**src/strap_defines.svh**
```systemverilog
// constants for the strap sampling and pin configuration block
// assumes: single 10 MHz clock domain, synchronous active-high reset
// Function
// - upper base strap low alone selects core base
// - both base straps low enter xor-tree test
// - float strap low floats all outputs except analog
// - jtag straps sampled at reset, internally pulled up
// - primary jtag strap low routes jtag group one
// - keyscan strap low routes jtag group two; both illegal
// - boot memory strap low enables shared boot memory
// - xor-tree chains all pins onto xor output
// - function pulls enabled automatically when routed
// - programmable pulls need input direction, main-well enable
// - non-programmable jtag pulls always active
// - host general pin pulls default to pull-up
// - other programmable pulls default to floating
`ifndef STRAP_DEFINES_SVH
`define STRAP_DEFINES_SVH

`define NUM_PORT_PINS   8
`define NUM_HOST_PINS   8
`define NUM_XOR_PINS    16
`define NUM_FUNC_PINS   4
`define BASE_FIXED      2'h3
`define BASE_ALT_LOW    2'h2
`define BASE_CORE       2'h1
`define BASE_XOR        2'h0
`define STRAP_PULLUP    1'h1
`define PULL_OFF        1'h0
`define PULL_ON         1'h1
`define PULL_SEL_UP     1'h1
`define DIR_INPUT       1'h0
`define WELL_ON         1'h1
`define HOST_PULL_RST   8'hff
`define PORT_PULL_RST   8'h00

`endif

```
**src/strap_pkg.sv**
```systemverilog
// types for the strap sampling block
// assumes: included constants header alongside
package strap_pkg;
    typedef enum logic [1:0] {
        base_fixed,
        base_alt_low,
        base_core,
        base_xor_test
    } base_mode_t;
endpackage

```
**src/pull_ctrl.sv**
```systemverilog
// per-pin pull resistor control for programmable pulls; automatic function pulls are decoded outside this module
// assumes: pull bits come from port configuration logic on the same clock
`timescale 1ns/1ps
`include "strap_defines.svh"
module pull_ctrl (
    input  wire logic                     clk,
    input  wire logic                     rst,
    input  wire logic [`NUM_PORT_PINS-1:0] port_direction_bit,
    input  wire logic [`NUM_PORT_PINS-1:0] port_main_well_enable,
    input  wire logic [`NUM_PORT_PINS-1:0] pin_on_main_well,
    input  wire logic [`NUM_PORT_PINS-1:0] port_pull_enable,
    input  wire logic [`NUM_PORT_PINS-1:0] port_pull_select,
    input  wire logic [`NUM_PORT_PINS-1:0] pull_wr,
    input  wire logic [`NUM_PORT_PINS-1:0] pull_reset_value,
    output logic      [`NUM_PORT_PINS-1:0] pull_up_on,
    output logic      [`NUM_PORT_PINS-1:0] pull_down_on
);
    logic [`NUM_PORT_PINS-1:0] en_ff;
    logic [`NUM_PORT_PINS-1:0] sel_ff;
    logic [`NUM_PORT_PINS-1:0] allow;

    genvar i;
    generate
        for (i = 0; i < `NUM_PORT_PINS; i++) begin : g_pin
            always_ff @(posedge clk) begin
                if (rst) begin
                    // reset value: pull-up or float per pin group
                    en_ff[i]  <= pull_reset_value[i];
                    sel_ff[i] <= `PULL_SEL_UP;
                end else if (pull_wr[i]) begin
                    en_ff[i]  <= port_pull_enable[i];
                    sel_ff[i] <= port_pull_select[i];
                end
            end
            // only an input pin, and a powered main-well pin, gets a pull
            assign allow[i] = (port_direction_bit[i] == `DIR_INPUT) &&
                (!pin_on_main_well[i] ||
                 port_main_well_enable[i] == `WELL_ON);
            assign pull_up_on[i]   = allow[i] & en_ff[i] & sel_ff[i];
            assign pull_down_on[i] = allow[i] & en_ff[i] & ~sel_ff[i];
        end
    endgenerate

    a_pull_needs_input: assert property (
        @(posedge clk) disable iff (rst)
        (pull_up_on[0] | pull_down_on[0]) |->
        port_direction_bit[0] == `DIR_INPUT)
        else $error("pull active on output pin");
endmodule

```
**src/strap_config.sv**
```systemverilog
// strap capture, pin routing, float control, xor-tree and pull control
// assumes: strap pins asynchronous, synchronised here; rst covers power-up
// and the external standby reset input
`timescale 1ns/1ps
`include "strap_defines.svh"
module strap_config (
    input  wire logic                      clk,
    input  wire logic                      rst,
    input  wire logic [1:0]                base_address_straps,
    input  wire logic                      float_all_strap,
    input  wire logic                      jtag_primary_strap,
    input  wire logic                      jtag_keyscan_strap,
    input  wire logic                      shared_boot_memory_strap,
    input  wire logic [`NUM_XOR_PINS-1:0]  xor_pins_in,
    input  wire logic [`NUM_PORT_PINS-1:0] port_direction_bit,
    input  wire logic [`NUM_PORT_PINS-1:0] port_main_well_enable,
    input  wire logic [`NUM_PORT_PINS-1:0] pin_on_main_well,
    input  wire logic [`NUM_PORT_PINS-1:0] port_pull_enable,
    input  wire logic [`NUM_PORT_PINS-1:0] port_pull_select,
    input  wire logic [`NUM_PORT_PINS-1:0] port_pull_wr,
    input  wire logic [`NUM_PORT_PINS-1:0] port_is_host,
    input  wire logic [`NUM_FUNC_PINS-1:0] func_routed,
    input  wire logic [`NUM_FUNC_PINS-1:0] func_pull_up,
    output logic                           straps_valid,
    output strap_pkg::base_mode_t          base_mode,
    output logic                           xor_test_mode,
    output logic                           xor_tree_out,
    output logic                           outputs_float,
    output logic                           jtag_on_group1,
    output logic                           jtag_on_group2,
    output logic                           jtag_strap_illegal,
    output logic                           shared_boot_enable,
    output logic [`NUM_PORT_PINS-1:0]      pull_up_on,
    output logic [`NUM_PORT_PINS-1:0]      pull_down_on,
    output logic [`NUM_FUNC_PINS-1:0]      func_pull_up_on,
    output logic [`NUM_FUNC_PINS-1:0]      func_pull_down_on,
    output logic                           jtag_fixed_pull_up,
    output logic                           jtag_fixed_pull_down
);
    // ========================================================
    // synchronisers
    logic [5:0] s1_ff;
    logic [5:0] s2_ff;
    logic [`NUM_XOR_PINS-1:0] x1_ff;
    logic [`NUM_XOR_PINS-1:0] x2_ff;

    // constant reset value mirrors the internal pull-ups on the straps
    always_ff @(posedge clk) begin
        if (rst) begin
            s1_ff <= {6{`STRAP_PULLUP}};
            s2_ff <= {6{`STRAP_PULLUP}};
        end else begin
            s1_ff <= {base_address_straps, float_all_strap,
                      jtag_primary_strap, jtag_keyscan_strap,
                      shared_boot_memory_strap};
            s2_ff <= s1_ff;
        end
    end

    always_ff @(posedge clk) begin
        x1_ff <= xor_pins_in;
        x2_ff <= x1_ff;
    end

    // ========================================================
    // capture: the second edge after release has settled samples
    logic [1:0] settle_ff;
    logic       valid_ff;
    logic [1:0] base_ff;
    logic       float_ff;
    logic       jp_ff;
    logic       jk_ff;
    logic       boot_ff;

    always_ff @(posedge clk) begin
        if (rst) begin
            settle_ff <= 2'h0;
            valid_ff  <= 1'h0;
        end else begin
            settle_ff <= {settle_ff[0], 1'h1};
            if (settle_ff[1]) begin
                valid_ff <= 1'h1;
            end
        end
    end

    // straps are taken once after release, then frozen until reset
    always_ff @(posedge clk) begin
        if (rst) begin
            base_ff  <= `BASE_FIXED;
            float_ff <= `STRAP_PULLUP;
            jp_ff    <= `STRAP_PULLUP;
            jk_ff    <= `STRAP_PULLUP;
            boot_ff  <= `STRAP_PULLUP;
        end else if (settle_ff[1] && !valid_ff) begin
            base_ff  <= s2_ff[5:4];
            float_ff <= s2_ff[3];
            jp_ff    <= s2_ff[2];
            jk_ff    <= s2_ff[1];
            boot_ff  <= s2_ff[0];
        end
    end

    assign straps_valid = valid_ff;

    // ========================================================
    // decode
    always_comb begin
        unique case (base_ff)
            `BASE_FIXED:   base_mode = strap_pkg::base_fixed;
            `BASE_ALT_LOW: base_mode = strap_pkg::base_alt_low;
            `BASE_CORE:    base_mode = strap_pkg::base_core;
            `BASE_XOR:     base_mode = strap_pkg::base_xor_test;
        endcase
    end

    assign xor_test_mode = valid_ff && base_ff == `BASE_XOR;
    // the board must not combine float with xor-tree; xor mode is not gated by float
    assign outputs_float = valid_ff && !float_ff;
    // illegal combination drives neither group as jtag
    assign jtag_on_group1 = !jp_ff && jk_ff;
    assign jtag_on_group2 = jp_ff && !jk_ff;
    assign jtag_strap_illegal = valid_ff && !jp_ff && !jk_ff;
    assign shared_boot_enable = !boot_ff;

    // ========================================================
    // xor tree: registered so the test pin is glitch free
    always_ff @(posedge clk) begin
        if (rst) begin
            xor_tree_out <= 1'h0;
        end else begin
            xor_tree_out <= xor_test_mode ? ^x2_ff : 1'h0;
        end
    end

    // ========================================================
    // pulls
    assign func_pull_up_on   = func_routed & func_pull_up;
    assign func_pull_down_on = func_routed & ~func_pull_up;
    assign jtag_fixed_pull_up   = `PULL_ON;
    assign jtag_fixed_pull_down = `PULL_ON;

    logic [`NUM_PORT_PINS-1:0] pull_rst_val;
    assign pull_rst_val = (port_is_host & `HOST_PULL_RST) |
                          (~port_is_host & `PORT_PULL_RST);

    pull_ctrl u_pull (
        .clk                   (clk),
        .rst                   (rst),
        .port_direction_bit    (port_direction_bit),
        .port_main_well_enable (port_main_well_enable),
        .pin_on_main_well      (pin_on_main_well),
        .port_pull_enable      (port_pull_enable),
        .port_pull_select      (port_pull_select),
        .pull_wr               (port_pull_wr),
        .pull_reset_value      (pull_rst_val),
        .pull_up_on            (pull_up_on),
        .pull_down_on          (pull_down_on)
    );

    // ========================================================
    // checks
    // capture is seen one edge after the load condition, hence |=> below
    a_straps_held: assert property (
        @(posedge clk) disable iff (rst)
        valid_ff && $past(valid_ff) |-> $stable(base_ff) && $stable(float_ff))
        else $error("strap changed after capture");
    a_capture_load: assert property (
        @(posedge clk) disable iff (rst)
        settle_ff[1] && !valid_ff |=>
        {base_ff, float_ff, jp_ff, jk_ff, boot_ff} == $past(s2_ff))
        else $error("latched straps differ from synchronised pins");
    a_valid_kept: assert property (
        @(posedge clk) disable iff (rst)
        valid_ff |=> valid_ff)
        else $error("straps valid dropped without reset");
    a_xor_mode_map: assert property (
        @(posedge clk) disable iff (rst)
        xor_test_mode |-> base_mode == strap_pkg::base_xor_test)
        else $error("xor mode without both base straps low");
    a_core_base: assert property (
        @(posedge clk) disable iff (rst)
        valid_ff && base_ff == `BASE_CORE |->
        base_mode == strap_pkg::base_core)
        else $error("core base not selected");
    a_float_map: assert property (
        @(posedge clk) disable iff (rst)
        outputs_float |-> !float_ff)
        else $error("float without strap low");
    a_float_after_valid: assert property (
        @(posedge clk) disable iff (rst)
        !valid_ff |-> !outputs_float && !xor_test_mode)
        else $error("float or xor mode before capture");
    a_jtag_exclusive: assert property (
        @(posedge clk) disable iff (rst)
        !(jtag_on_group1 && jtag_on_group2))
        else $error("jtag on both groups");
    a_jtag_group1: assert property (
        @(posedge clk) disable iff (rst)
        jtag_on_group1 |-> !jp_ff)
        else $error("group one jtag without strap");
    a_jtag_group2: assert property (
        @(posedge clk) disable iff (rst)
        jtag_on_group2 |-> !jk_ff && jp_ff)
        else $error("group two jtag without keyscan strap alone");
    a_jtag_illegal: assert property (
        @(posedge clk) disable iff (rst)
        valid_ff && !jp_ff && !jk_ff |-> jtag_strap_illegal && !jtag_on_group1)
        else $error("illegal jtag straps not flagged");
    a_boot_enable: assert property (
        @(posedge clk) disable iff (rst)
        shared_boot_enable |-> boot_ff == 1'h0)
        else $error("boot memory enabled with strap high");
    a_boot_default: assert property (
        @(posedge clk) disable iff (rst)
        boot_ff |-> !shared_boot_enable)
        else $error("boot memory enabled with strap at pull-up");
    // release is seen at edge 1, straps_valid is visible from edge 4
    a_capture_time: assert property (
        @(posedge clk)
        $fell(rst) |-> ##3 straps_valid)
        else $error("straps not valid three edges after release");
    a_xor_out_off: assert property (
        @(posedge clk) disable iff (rst)
        !$past(xor_test_mode) |-> !xor_tree_out)
        else $error("xor output outside test mode");
    a_xor_tree_value: assert property (
        @(posedge clk) disable iff (rst)
        $past(xor_test_mode) |-> xor_tree_out == ^$past(x2_ff))
        else $error("xor output not the parity of the pins");
    a_func_pull_routed: assert property (
        @(posedge clk) disable iff (rst)
        (func_pull_up_on | func_pull_down_on) == func_routed)
        else $error("function pull not following routing");
    // pins other than host pins must come out of reset floating
    a_pull_reset_state: assert property (
        @(posedge clk) disable iff (rst)
        $fell(rst) |->
        (pull_up_on & ~pull_rst_val) == 8'h00 && pull_down_on == 8'h00)
        else $error("pull active after reset outside host pins");
endmodule

```
**config.mk**
```make
export PLATFORM = sky130hd
export DESIGN_NAME = strap_config
export DESIGN_NICKNAME = d
export VERILOG_FILES = /design/src/strap_pkg.sv /design/src/pull_ctrl.sv /design/src/strap_config.sv
export VERILOG_INCLUDE_DIRS = /design/src
export SDC_FILE = /design/constraint.sdc
export NUM_CORES = 1
export LEC_CHECK = 0
export BUFFER_PORTS_ARGS = -buffer_cell sky130_fd_sc_hd__buf_2
export CAP_MARGIN = 10
export CELL_PAD_IN_SITES_DETAIL_PLACEMENT = 1
export CELL_PAD_IN_SITES_GLOBAL_PLACEMENT = 1
export CORE_MARGIN = 2
export CORE_UTILIZATION = 37
export CTS_BUF_LIST = sky130_fd_sc_hd__clkbuf_2 sky130_fd_sc_hd__clkbuf_4 sky130_fd_sc_hd__clkbuf_8
export DETAILED_ROUTE_END_ITERATION = 6
export GPL_TIMING_DRIVEN = 0
export HOLD_SLACK_MARGIN = 0.06
export PLACE_DENSITY_LB_ADDON = 0.1
export SETUP_SLACK_MARGIN = 0.5
export SKIP_LAST_GASP = 1
export SLEW_MARGIN = 10
export SYNTH_ARGS = -nofsm -noshare
export SYNTH_HDL_FRONTEND = slang
export SYNTH_SLANG_ARGS = --single-unit
```
**constraint.sdc**
```tcl
create_clock -name clk -period 2.3 [get_ports clk]
set_clock_uncertainty 0.2 [all_clocks]
set_input_delay 0.23 -clock clk [delete_from_list [all_inputs] [get_ports clk]]
set_output_delay 0.23 -clock clk [all_outputs]
set_load 0.03 [all_outputs]
```
==> results.toml <==
[synthesis]
synth_ff_type = "dfxtp_1"
synth_top_area_cell = "dfxtp_1"
postSynthCellCount = 195
synth.most_common_cell = "dfxtp_1"
ys_seq_elements = 70
synth_top_area_share_pct = 52.0
async_flop_share_pct = 0
synth_commonest_cells = "62 x dfxtp_1, 20 x or2_2, 14 x nand2_1, 14 x xnor2_1, 11 x mux2i_1"
synth_edf_count = 8
yosysSeqAreaShare_pct = 62.1
syn_area_per_cell_um2 = 12.2
yosysUniqueCellTypes = 23
yosysWarnings = 0
synth.cell_area_mm2 = 0.00239
synth.area.top_cells = "dfxtp_1 52%, edfxtp_1 10%, or2_2 5.2%, xnor2_1 5.1%, mux2i_1 4.6%"

[flow_run]
maxCapViolCount = 0

[grt]
grt_use_met2_pct = 34.2
grt_use_total_pct = 18.5
grtUsageMet1_pct = 20.3
antenna_found_initial = 0
overflow = 0
grt_pass1_vias = 2133
met3_usage_pct = 4.03
grt_max_degree = 15
grt_pass1_wl_um = 10200
gr-max-usage-layer = "met2"

[detailed_routing]
drc_errors = 0
dr.first_iter.drc_count = 39
ant_nets = 0
via_per_inst = 4.41
finalWirelength_um = 6340
drtPass1Iterations = 4
post_drt_wl_per_cell_um = 13.4
vias = 2086

[pwr]
power_frac_comb_pct = 14.8
max-vdd-ir-drop_mv = 0.632
intPower_w = 0.00218
power.share.sequential_pct = 46.7
p_leak_nw = 1.89
switching_power_w = 0.000687
clkPwrFrac_pct = 38.5
switching_share_pct = 24.0
p_per_area_mw_per_mm2 = 724

[floorplanning]
core_area_mm2 = 0.00628
dieArea_mm2 = 0.00711
die_x_um = 84.3
die_h_um = 84.3
start_util_pct = 38.0
rows = 29
pin_count = 124

[critical_path]
critical_path_arrival_ns = 1.68
cp_slowest_cell = "dlygate4sd3_1"
critPathKind = "in -> reg"
end_kind = "flip-flop"
crit_chain = "dlygate4sd3_1 -> buf_2 -> mux2_2 -> dlygate4sd3_1"
cp_top_family = "buffers and inverters"
required_ns = 2.18
cp-start-kind = "input pin"
path_common_cell = "dlygate4sd3_1"
critPathBufInv = 3
cpPeakStageDelay_ns = 0.55
worst-path-max-fanout = 1
crit_start = "port_is_host[2]"
r2r-start = "x2_ff[10]$_DFF_P_"

[place]
port_buffers = 121
post-place-cells = 394
dp_hpwl_um = 4020
place_congestion = 0.646

[clock_tree]
cts_buffers = 9
cts_setup_buffers = 0
clk_pin_slew_worst_paths_ns = 0.07
tritoncts = "done"
cts.sinks = 70
clk_latency_ns = 0.33
clockBufferDepth = 2
cts-root-buf = "clkbuf_8"
cts_max_level = 3

[sta]
rsz0062_at_grt = "false"
setup_tns_ns = 0
period_share_pct = 78.3
slew_violations = 0
timing.fmax_ghz = 0.555
hold_violations = 0
fin_crit_ns = 1.80
finalSetupViolCount = 0

[finish]
syn_to_final_growth_pct = 65.6
n_antenna_cell = 0
final_util_pct = 63.0
final_nets = 479
final_cells = 473
final_layout_size_suffix_gt1_share_pct = 42.7

[min_path]
hold_start = "x1_ff[13]$_DFF_P_"
hp-class = "reg -> reg"

[run_status]
status = "complete, no violations"
[repair_timing]
item / CTS / global route
endpoints found under the setup margin: 0 / 4
endpoints found under the hold margin: 48 / 4
hold buffers: 63 / 4
resized for setup: 0 / 0
[routing by layer]
metal / vias up / wire length (µm) / part of all wire (%)
li1: 1040 / - / -
met1: 957 / 2460 / 39
met2: 82 / 3480 / 55
met3: 7 / 336 / 5.3
met4: 0 / 65 / 1.0
met5: - / 0 / 0
[power groups by stage]
stage | logic (W) | clock network, W | registers, W
floorplan | 0.000200 | 0 | 0.00136
global placement | 0.000316 | 0 | 0.00136
detailed placement | 0.000327 | 0 | 0.00136
CTS | 0.000422 | 0.00115 | 0.00134
global route | 0.000459 | 0.00120 | 0.00134
finish | 0.000423 | 0.00110 | 0.00134
[per-stage QoR]
step,hold slack [ns],worst slack (ns),instance area (µm²),total power (W)
after CTS,0.131,0.528,3950,0.00291
after global routing,0.139,0.502,3950,0.00301
final,0.130,0.499,3950,0.00286
after global placement,0.111,0.839,3090,0.00168
after floorplan,0.0577,0.547,2390,0.00156
after detailed placement,0.114,0.838,3090,0.00169
[sequential cells by signal (all words and copies together), names as in the netlist]
signal         cells
x1_ff             16
x2_ff             16
u_pull.en_ff       8
u_pull.sel_ff      8
s1_ff              6
s2_ff              6
base_ff            2
settle_ff          2
boot_ff            1
float_ff           1
jk_ff              1
jp_ff              1
straps_valid       1
xor_tree_out       1
[kinds of logic (layout without fill, tap and decap cells)]
logic type | count (synthesis) | count (layout) | synth area share [%]
xor gates and xnor gates | 15 | 15 | 5.50
DFF | 70 | 70 | 62.1
muxes | 19 | 19 | 8.39
buffers and inverters | 11 | 211 | 2.15
and+or+nand+nor | 76 | 76 | 20.8
other | 1 | 2 | 0.157
AOI/OAI and AO/OA | 3 | 3 | 0.943
[final timing paths]
path / to / slack, ns / cells after the start
worst max-delay path: u_pull.en_ff[2]$_DFFE_PP_ / 0.50 / 4
worst min-delay path: x2_ff[13]$_DFF_P_ / 0.13 / 0
worst max register to register: xor_tree_out$_SDFF_PP0_ / 0.80 / 5
worst min register to register: x2_ff[13]$_DFF_P_ / 0.13 / 0
[layout make-up]
type / instances / area [µm²]
timing repair buffer: 184 / 1240
fill: 710 / 2320
inverter: 4 / 15.0
buffer: 7 / 36.3
clock inverter: 7 / 106
sequential: 70 / 1480
multi-input combinational: 115 / 858
clock buffer: 9 / 124
tap: 77 / 96.3
[cells in the final DEF, fill, tap and decap left out, types with 3 or more instances in the layout]
cell type,Yosys,final
buf_2,2,123
dlygate4sd3_1,0,63
dfxtp_1,62,62
or2_2,20,20
nand2_1,14,14
xnor2_1,14,14
mux2i_1,11,11
nor2b_1,9,9
clkbuf_8,0,9
nand2b_1,8,8
and4b_1,8,8
nor4bb_1,8,8
mux2_2,8,8
edfxtp_1,8,8
inv_1,4,4
and2_1,4,4
o211ai_1,3,3
clkinv_4,0,3
[worst reg2reg max path, cell delays in order, from the launching register on]
cell	delay, ns
dfxtp_1	0.31
xnor2_1	0.22
xnor2_1	0.18
xnor2_1	0.20
xnor2_1	0.11
and3_1	0.18
(Power assumes the default switching activity.)
